`src/hw/scs_cfg.svh`:
```
`ifndef SCS_CFG_SVH
`define SCS_CFG_SVH

// Clock and fixed tick timing
`define SCS_CLK_HZ 10000000
`define SCS_TICK_US 250
// Cycles per microsecond first, so the product stays inside 32 bits
`define SCS_TICK_CYC (`SCS_TICK_US * (`SCS_CLK_HZ / 1000000))
`define SCS_ROUTINES 4

// Servo cycle periods selectable by the system setting
`define SCS_SERVO_SHORT_US 500
`define SCS_SERVO_LONG_US 1000

// Routine indices (routine 1 is index 0)
`define SCS_RT_MOTION 2'h0
`define SCS_RT_SERIAL 2'h1
`define SCS_RT_LED 2'h2
`define SCS_RT_COMMS 2'h3

// Task numbers
`define SCS_TASK_CMD 2'h0
`define SCS_TASK_LO1 2'h1
`define SCS_TASK_HI2 2'h2
`define SCS_TASK_HI3 2'h3
`define SCS_HI_MASK 4'hc
`define SCS_LO_MASK 4'h3

// Reset values
`define SCS_RST_ROUTINE 2'h3
`define SCS_RST_LAST 2'h0

`endif

```
`src/hw/scs_pkg.sv`:
```
`default_nettype none
package scs_pkg;

  // Sequencer states within one routine
  typedef enum logic [3:0] {
    SCS_ST_IDLE,
    SCS_ST_IO_IN,
    SCS_ST_IO_DAC,
    SCS_ST_IO_DOUT,
    SCS_ST_IO_LATCH,
    SCS_ST_MOTION,
    SCS_ST_SERIAL,
    SCS_ST_LED,
    SCS_ST_SLOT,
    SCS_ST_COMMS
  } scs_state_t;

  // Motion sequence steps, in execution order
  typedef enum logic [2:0] {
    SCS_MS_XFER,
    SCS_MS_READ_IN,
    SCS_MS_LOAD,
    SCS_MS_PROFILE,
    SCS_MS_POSITION,
    SCS_MS_SERVO,
    SCS_MS_OUTPUTS
  } scs_mstep_t;

endpackage
`default_nettype wire

```
`src/hw/scs_task_scheduler.sv`:
```
`timescale 1ns/1ps
`default_nettype none
`include "scs_cfg.svh"

// Overview of operation
// I/O refresh runs at each servo cycle start, before any other work.
// First copy inputs latched last cycle into the input image.
// Then update the analogue speed reference outputs of all axes.
// Then drive digital output pins from the output image.
// Last, latch present digital input pins for the next cycle.
// No automatic reaction to I/O; user tasks decide everything.
// Start without explicit task goes to highest-priority free task.
// Fixed 250 us tick steps through four routines per millisecond.
// Motion sequence runs every 500 us or 1000 us per servo period.
// Routine 1 runs motion sequence, then one low-priority slot.
// Routine 2 serial then high slot; routine 4 host communications.
// Routine 3 runs motion only at 500 us, then LEDs, high slot.
// Motion steps run in fixed order from move transfer to outputs.
// Servo step of axis 0 also performs the drive exchange.
// Each step completes for every axis before the next step.
// Three program slots per millisecond, given out by priority.
// Tasks 3 and 2 high priority; tasks 1 and 0 low.
// Both high slots always go to running high-priority tasks.
// Low-priority tasks share only the routine 1 slot.
// If all running tasks share one priority they use every slot.
// A lone high-priority task gets both high slots.
// Two high tasks take one slot each; low slot rotates per ms.
// A slot with no eligible task stays idle; sequence continues.
// Servo period selectable as 0.5 ms or 1.0 ms.
module scs_task_scheduler
  import scs_pkg::*;
#(
  parameter int N_AXES = 4,
  parameter int N_DIN = 16,
  parameter int N_DOUT = 16,
  parameter int DAC_W = 16
) (
  input wire logic sys_clk,
  input wire logic resetn,
  input wire logic servo_period_half,
  input wire logic [N_DIN-1:0] din_pins,
  input wire logic [N_DOUT-1:0] output_image,
  input wire logic [N_AXES*DAC_W-1:0] speed_ref,
  input wire logic [3:0] task_running,
  input wire logic start_req,
  input wire logic start_explicit,
  input wire logic [1:0] start_task,
  output logic [N_DIN-1:0] input_image,
  output logic [N_DOUT-1:0] dout_pins,
  output logic [N_AXES*DAC_W-1:0] dac_out,
  output logic [1:0] routine_num,
  output logic servo_cycle_start,
  output logic motion_strobe,
  output logic [2:0] motion_step,
  output logic [$clog2(N_AXES)-1:0] motion_axis,
  output logic drive_xchg,
  output logic serial_strobe,
  output logic led_strobe,
  output logic comms_strobe,
  output logic slot_strobe,
  output logic slot_valid,
  output logic [1:0] slot_task,
  output logic assign_strobe,
  output logic assign_ok,
  output logic [1:0] assign_task
);

  localparam int AXW = $clog2(N_AXES);
  localparam logic [11:0] TICK_LAST = 12'(`SCS_TICK_CYC - 1);
  localparam logic [AXW-1:0] AXIS_LAST = AXW'(N_AXES - 1);

  // Whole module state
  typedef struct packed {
    logic [11:0] tick_cnt;
    logic [1:0] routine;
    scs_state_t st;
    scs_mstep_t step;
    logic [AXW-1:0] axis;
    logic period_half;
    logic period_s1;
    logic period_s2;
    logic [N_DIN-1:0] din_s1;
    logic [N_DIN-1:0] din_s2;
    logic [N_DIN-1:0] din_latch;
    logic [N_DIN-1:0] in_image;
    logic [N_DOUT-1:0] dout;
    logic [N_AXES*DAC_W-1:0] dac;
    logic [1:0] lo_last;
    logic [1:0] hi_last;
    logic cyc_start;
    logic mot_stb;
    logic [2:0] mot_step;
    logic [AXW-1:0] mot_axis;
    logic xchg;
    logic ser_stb;
    logic led_stb;
    logic com_stb;
    logic slt_stb;
    logic slt_valid;
    logic [1:0] slt_task;
    logic asg_stb;
    logic asg_ok;
    logic [1:0] asg_task;
  } scs_regs_t;

  scs_regs_t q;
  scs_regs_t d;

  // Round robin: first set bit of mask after position last, wrapping
  function automatic logic [2:0] scs_pick(input logic [3:0] mask, input logic [1:0] last);
    logic [2:0] res;
    logic [1:0] idx;
    res = 3'h0;
    for (int i = 4; i >= 1; i--) begin
      idx = last + 2'(i);
      if (mask[idx]) begin
        res = {1'b1, idx};
      end
    end
    return res;
  endfunction

  // Highest numbered user task that is not running (command line excluded)
  function automatic logic [2:0] scs_free_top(input logic [3:0] run);
    logic [2:0] res;
    res = 3'h0;
    for (int i = 1; i <= 3; i++) begin
      if (!run[i]) begin
        res = {1'b1, 2'(i)};
      end
    end
    return res;
  endfunction

  // Next state
  always_comb begin
    logic [1:0] rt_next;
    logic [3:0] hi_run;
    logic [3:0] lo_run;
    logic [2:0] pick;
    logic [2:0] top;
    logic go_motion;
    rt_next = q.routine + 2'h1;
    hi_run = task_running & `SCS_HI_MASK;
    lo_run = task_running & `SCS_LO_MASK;
    pick = 3'h0;
    top = scs_free_top(task_running);
    go_motion = 1'b0;
    d = q;
    // One-cycle pulses fall back by default
    d.cyc_start = 1'b0;
    d.mot_stb = 1'b0;
    d.xchg = 1'b0;
    d.ser_stb = 1'b0;
    d.led_stb = 1'b0;
    d.com_stb = 1'b0;
    d.slt_stb = 1'b0;
    d.asg_stb = 1'b0;

    // Pin inputs pass two flops before use
    d.din_s1 = din_pins;
    d.din_s2 = q.din_s1;
    d.period_s1 = servo_period_half;
    d.period_s2 = q.period_s1;

    // Free-running 250 us tick, independent of sequencer progress
    d.tick_cnt = (q.tick_cnt == TICK_LAST) ? 12'h000 : q.tick_cnt + 12'h001;

    // Program start placement; explicit requests only succeed on a free task
    if (start_req) begin
      d.asg_stb = 1'b1;
      if (start_explicit) begin
        d.asg_ok = !task_running[start_task];
        d.asg_task = start_task;
      end else begin
        d.asg_ok = top[2];
        d.asg_task = top[1:0];
      end
    end

    case (q.st)
      SCS_ST_IDLE: begin
        if (q.tick_cnt == TICK_LAST) begin
          d.routine = rt_next;
          // Period setting is taken once per millisecond at routine 1
          if (rt_next == `SCS_RT_MOTION) begin
            d.period_half = q.period_s2;
          end
          go_motion = (rt_next == `SCS_RT_MOTION) ||
                      (rt_next == `SCS_RT_LED && q.period_half);
          if (go_motion) begin
            d.st = SCS_ST_IO_IN;
            d.cyc_start = 1'b1;
          end else if (rt_next == `SCS_RT_SERIAL) begin
            d.st = SCS_ST_SERIAL;
          end else if (rt_next == `SCS_RT_LED) begin
            d.st = SCS_ST_LED;
          end else begin
            d.st = SCS_ST_COMMS;
          end
        end
      end
      SCS_ST_IO_IN: begin
        d.in_image = q.din_latch;
        d.st = SCS_ST_IO_DAC;
      end
      SCS_ST_IO_DAC: begin
        d.dac = speed_ref;
        d.st = SCS_ST_IO_DOUT;
      end
      SCS_ST_IO_DOUT: begin
        d.dout = output_image;
        d.st = SCS_ST_IO_LATCH;
      end
      SCS_ST_IO_LATCH: begin
        d.din_latch = q.din_s2;
        d.step = SCS_MS_XFER;
        d.axis = '0;
        d.st = SCS_ST_MOTION;
      end
      SCS_ST_MOTION: begin
        // Axis loop is inner, step loop outer
        d.mot_stb = 1'b1;
        d.mot_step = q.step;
        d.mot_axis = q.axis;
        d.xchg = (q.step == SCS_MS_SERVO) && (q.axis == '0);
        if (q.axis == AXIS_LAST) begin
          d.axis = '0;
          if (q.step == SCS_MS_OUTPUTS) begin
            d.step = SCS_MS_XFER;
            d.st = (q.routine == `SCS_RT_MOTION) ? SCS_ST_SLOT : SCS_ST_LED;
          end else begin
            d.step = scs_mstep_t'(q.step + 3'h1);
          end
        end else begin
          d.axis = q.axis + AXW'(1);
        end
      end
      SCS_ST_SERIAL: begin
        d.ser_stb = 1'b1;
        d.st = SCS_ST_SLOT;
      end
      SCS_ST_LED: begin
        d.led_stb = 1'b1;
        d.st = SCS_ST_SLOT;
      end
      SCS_ST_SLOT: begin
        // One program slot in routines 1, 2 and 3
        d.slt_stb = 1'b1;
        if (q.routine == `SCS_RT_MOTION) begin
          // Low slot: lows rotate, highs fill it only when no low runs
          if (|lo_run) begin
            pick = scs_pick(lo_run, q.lo_last);
            d.lo_last = pick[1:0];
          end else begin
            pick = scs_pick(hi_run, q.hi_last);
            if (pick[2]) begin
              d.hi_last = pick[1:0];
            end
          end
        end else begin
          // High slots: highs alternate, lows fill them only when no high runs
          if (|hi_run) begin
            pick = scs_pick(hi_run, q.hi_last);
            d.hi_last = pick[1:0];
          end else begin
            pick = scs_pick(lo_run, q.lo_last);
            if (pick[2]) begin
              d.lo_last = pick[1:0];
            end
          end
        end
        d.slt_valid = pick[2];
        d.slt_task = pick[2] ? pick[1:0] : q.slt_task;
        d.st = SCS_ST_IDLE;
      end
      SCS_ST_COMMS: begin
        d.com_stb = 1'b1;
        d.st = SCS_ST_IDLE;
      end
      default: begin
        d.st = SCS_ST_IDLE;
      end
    endcase
  end

  // State register with synchronous reset; first tick one cycle after release
  always_ff @(posedge sys_clk) begin
    if (!resetn) begin
      q <= '0;
      q.tick_cnt <= TICK_LAST;
      q.routine <= `SCS_RST_ROUTINE;
      q.st <= SCS_ST_IDLE;
      q.step <= SCS_MS_XFER;
      q.lo_last <= `SCS_RST_LAST;
      q.hi_last <= `SCS_RST_LAST;
    end else begin
      q <= d;
    end
  end

  // Outputs straight from state flops
  assign input_image = q.in_image;
  assign dout_pins = q.dout;
  assign dac_out = q.dac;
  assign routine_num = q.routine;
  assign servo_cycle_start = q.cyc_start;
  assign motion_strobe = q.mot_stb;
  assign motion_step = q.mot_step;
  assign motion_axis = q.mot_axis;
  assign drive_xchg = q.xchg;
  assign serial_strobe = q.ser_stb;
  assign led_strobe = q.led_stb;
  assign comms_strobe = q.com_stb;
  assign slot_strobe = q.slt_stb;
  assign slot_valid = q.slt_valid;
  assign slot_task = q.slt_task;
  assign assign_strobe = q.asg_stb;
  assign assign_ok = q.asg_ok;
  assign assign_task = q.asg_task;

endmodule

`default_nettype wire

```
`config.mk`:
```
export PLATFORM = sky130hd
export DESIGN_NAME = scs_task_scheduler
export DESIGN_NICKNAME = d
export VERILOG_FILES = /design/src/hw/scs_pkg.sv /design/src/hw/scs_task_scheduler.sv
export VERILOG_INCLUDE_DIRS = /design/src /design/src/hw
export SDC_FILE = /design/constraint.sdc
export NUM_CORES = 1
export LEC_CHECK = 0
export BUFFER_PORTS_ARGS = -buffer_cell sky130_fd_sc_hd__buf_4
export CAP_MARGIN = 0
export CORE_UTILIZATION = 40
export CTS_CLUSTER_DIAMETER = 40
export DETAILED_ROUTE_END_ITERATION = 10
export GPL_TIMING_DRIVEN = 0
export PLACE_DENSITY = 0.72
export SYNTH_ARGS = -nofsm -noshare
export SYNTH_HDL_FRONTEND = slang
export SYNTH_SLANG_ARGS = --single-unit
export TNS_END_PERCENT = 5
```
`constraint.sdc`:
```
create_clock -name sys_clk -period 2.1 [get_ports sys_clk]
set_input_delay 0.105 -clock sys_clk [delete_from_list [all_inputs] [get_ports sys_clk]]
set_output_delay 0.105 -clock sys_clk [all_outputs]
set_load 0.03 [all_outputs]
```
==> summary.txt <==
Worst setup path
  • WS Path Type: reg2reg
  • CP Data Arrival Time: 2.24 ns
  • WP buf/inv: 0
  • Critical path endpoint category: register
  • Reg-to-reg setup timing slack: 0.19 ns
  • Crit path max-delay family: simple AND/OR/NAND/NOR gates
  • Crit-path max FO: 6
  • Crit-path cells: ha_1 > and4_1 > nand3_1 > a211o_1 > nor4_1
  • Highest-delay cell along the critical path: dfxtp_1
  • Required @ worst endpoint: 2.44 ns
  • Crit-path max cell delay: 0.39 ns
  • Setup crit start kind: register

Placed design
  • Port-buffer cells: 222
  • Dpl ws: -0.06425 ns
  • Post-DP HPWL: 13.78 mm
  • Routability cong.: 0.8024
  • Cell Area, Placed: 9714 µm²

Drt
  • Remaining antenna violation count: 0
  • 1st-pass router iterations: 4
  • DRT iter0 DRCs: 320
  • DR vias: 7016
  • Drt wl/cell: 13.17 µm
  • Drt via density: 4.568
  • Final wirelength: 20.23 mm
  • # DRC: 0

Die
  • Vert. Die Dim: 140.9 µm
  • Die ar.: 19870 µm²
  • Core area: 18830 µm²
  • I/O pin count: 224
  • FP Rows: 50
  • Die W: 140.9 µm
  • Starting Density: 41.01%

Final layout
  • Fillcell total: 1631
  • Diode count: 0
  • Share of cells above drive strength 1: 30.33%
  • Area of the multi-input gates: 2818 µm²
  • Register area: 3864 µm²
  • Layout Area Growth over Synthesis: 46.92%
  • Final nets: 1377
  • Post-route cell area: 11350 µm²

Timing
  • Clock skew: 0.007271 ns
  • Setup TNS: 0 ns
  • Slew @ Worst Pin: 0.8305 ns
  • Final period utilization: 90.91%
  • Final setup margin: 0.1908 ns
  • Rel. slew slack: 44.63%
  • Final setup vio count: 0
  • F_max: 0.5238 GHz
  • RSZ-0062 raised after global routing: false
  • Final hold violations: 0
  • Final period demand of the worst path: 1.909 ns
  • Hold_ws: 0.02963 ns
  • Max-slew violations: 0

Global routing
  • Largest net degree at the start of global routing: 19
  • Vias in the first global route: 6424
  • Gr usage total: 20.20%
  • Initial antenna violation count: 0
  • First-pass GRT wire length: 31.52 mm
  • Grt total ovfl: 0

Yosys
  • Top-area cell type share of the netlist area: 50.03%
  • Syn nets: 1032
  • Sequential fraction of the synthesis area: 50.03%
  • Prevailing post-synth register cell: dfxtp_1
  • Post-synth cell types: 54
  • Mean post-synth cell area: 8.412 µm²
  • Synth top area cells: dfxtp_1 50%, nand2_1 13%, buf_4 11%
  • Seq cells post-synth: 193
  • Post-synth ARST share: 0%
  • Area of the mapped netlist: 7722 µm²
  • Number of synthesized flops with an enable pin: 0
  • Synthesized instance count: 918
  • Dominant cell type by area after synthesis: dfxtp_1
  • Yosys warnings: 0

Flow run
  • Max-cap violations: 0

CTS
  • Clock Sinks: 193
  • H-tree Lvls: 4
  • CTS root buffer: clkbuf_16
  • Worst-path clk slew: 0.07 ns
  • Max clock buf depth: 2
  • CTS tree: yes
  • Cts bufs inserted: 17
  • Worst-Skew Late Latency: 0.43 ns
  • Number of gates resized after CTS: 0

Min path
  • Hold Path Class: in2reg

Outcome
  • Status: complete, no violations

Power and ir drop
  • Total power: 10030 µW
  • Worst IR Drop VDD: 543.0 µV
  • P per Cell Area: 884.2 nW/µm²
  • Leakage: 0.004867 µW
-- logic make-up after synthesis --
group / synth area share [%]
AOI/OAI and AO/OA: 11.57
xor gates and xnor gates: 1.134
adders and majority gates: 1.134
buffers and inverters: 13.48
DFF: 50.03
muxes: 0.9559
and+or+nand+nor: 21.70
-- worst min-delay path, cell delays in order --
cell and delay, ns:
buf_4 0.09, a21o_1 0.10, mux2i_1 0.06, nor2_1 0.08
-- final cells by class --
type | instances | share of cell area [%]
flip-flops and latches | 193 | 34.05
repair buffers | 326 | 23.80
clock inverters | 15 | 1.522
plain buffers | 153 | 8.778
inverters | 12 | 0.3970
well taps | 260 | 2.867
clock buffers | 17 | 3.749
multi-input cells | 560 | 24.83
-- cells in the final DEF, fill, tap and decap left out, drive strengths merged, types with 7 or more instances in the layout --
cell type,count
buf,349
nand2,259
dfxtp,193
a21oi,132
dlygate4sd3,101
clkbuf,46
and2,36
nor2,21
inv,19
nand3,13
o21ai,11
nor3,9
xor2,7
ha,7
-- Yosys cell counts (2+ instances only) --
library cell    n
nand2_1       258
dfxtp_1       193
a21oi_1       132
buf_4         110
and2_1         36
clkbuf_1       29
nor2_1         21
nand3_1        13
inv_1          11
o21ai_0        11
buf_1           7
buf_2           7
ha_1            7
xor2_1          7
nand2b_1        6
nor3_1          6
o211ai_1        5
and3_1          4
mux2i_1         4
nand4_1         4
nor2b_1         4
a211oi_1        3
xnor2_1         3
and4_1          2
nor3_2          2
nor4b_2         2
o21a_1          2
o311ai_0        2
or3_1           2
-- metrics by stage --
stage | utilization, % | instances
after detailed placement | 51.59 | 1400
after global placement | 51.59 | 1400
after CTS | 60.13 | 1533
final | 60.25 | 1536
after global routing | 60.25 | 1536
after floorplan | - | 918
-- flip-flops by register name (all words and copies together), names as in the netlist --
register	count
assign_ok	1
assign_strobe	1
assign_task	2
comms_strobe	1
d	17
dac_out	64
dout_pins	16
drive_xchg	1
input_image	16
led_strobe	1
motion_axis	2
motion_step	3
motion_strobe	1
q	59
routine_num	2
serial_strobe	1
servo_cycle_start	1
slot_strobe	1
slot_task	2
slot_valid	1
-- path summary, 6_finish.rpt --
check,depth (start not counted),start,to
worst max-delay path,5,q[181]$_SDFF_PN1_,q[176]$_SDFFE_PN0P_
worst min-delay path,4,start_task[1],assign_task[1]$_SDFFE_PN0P_
worst max register to register,5,q[181]$_SDFF_PN1_,q[176]$_SDFFE_PN0P_
worst min register to register,1,d[140]$_SDFF_PN0_,q[140]$_SDFF_PN0_
-- power breakdown --
part | internal, µW | switching (µW) | leakage [µW]
Combinational | 1150 | 1420 | 0.00301
Clock | 1790 | 1470 | 0.000291
Sequential | 3970 | 223 | 0.00157
-- routing by layer --
metal / vias up / GRT usage [%] / share of wire, %
met1: 3194 / 23.97 / 43
li1: 3586 / - / -
met4: 0 / 7.952 / 2.4
met3: 31 / 4.518 / 5.1
met5: - / 0 / 0
met2: 205 / 35.38 / 49
-- what timing repair did --
item,in CTS,in global routing
endpoints found under the hold margin,103,0
hold buffers,101,0
setup endpoints to repair,0,39
setup buffers,0,3
No activity file was read; power rests on OpenSTA's default activity.
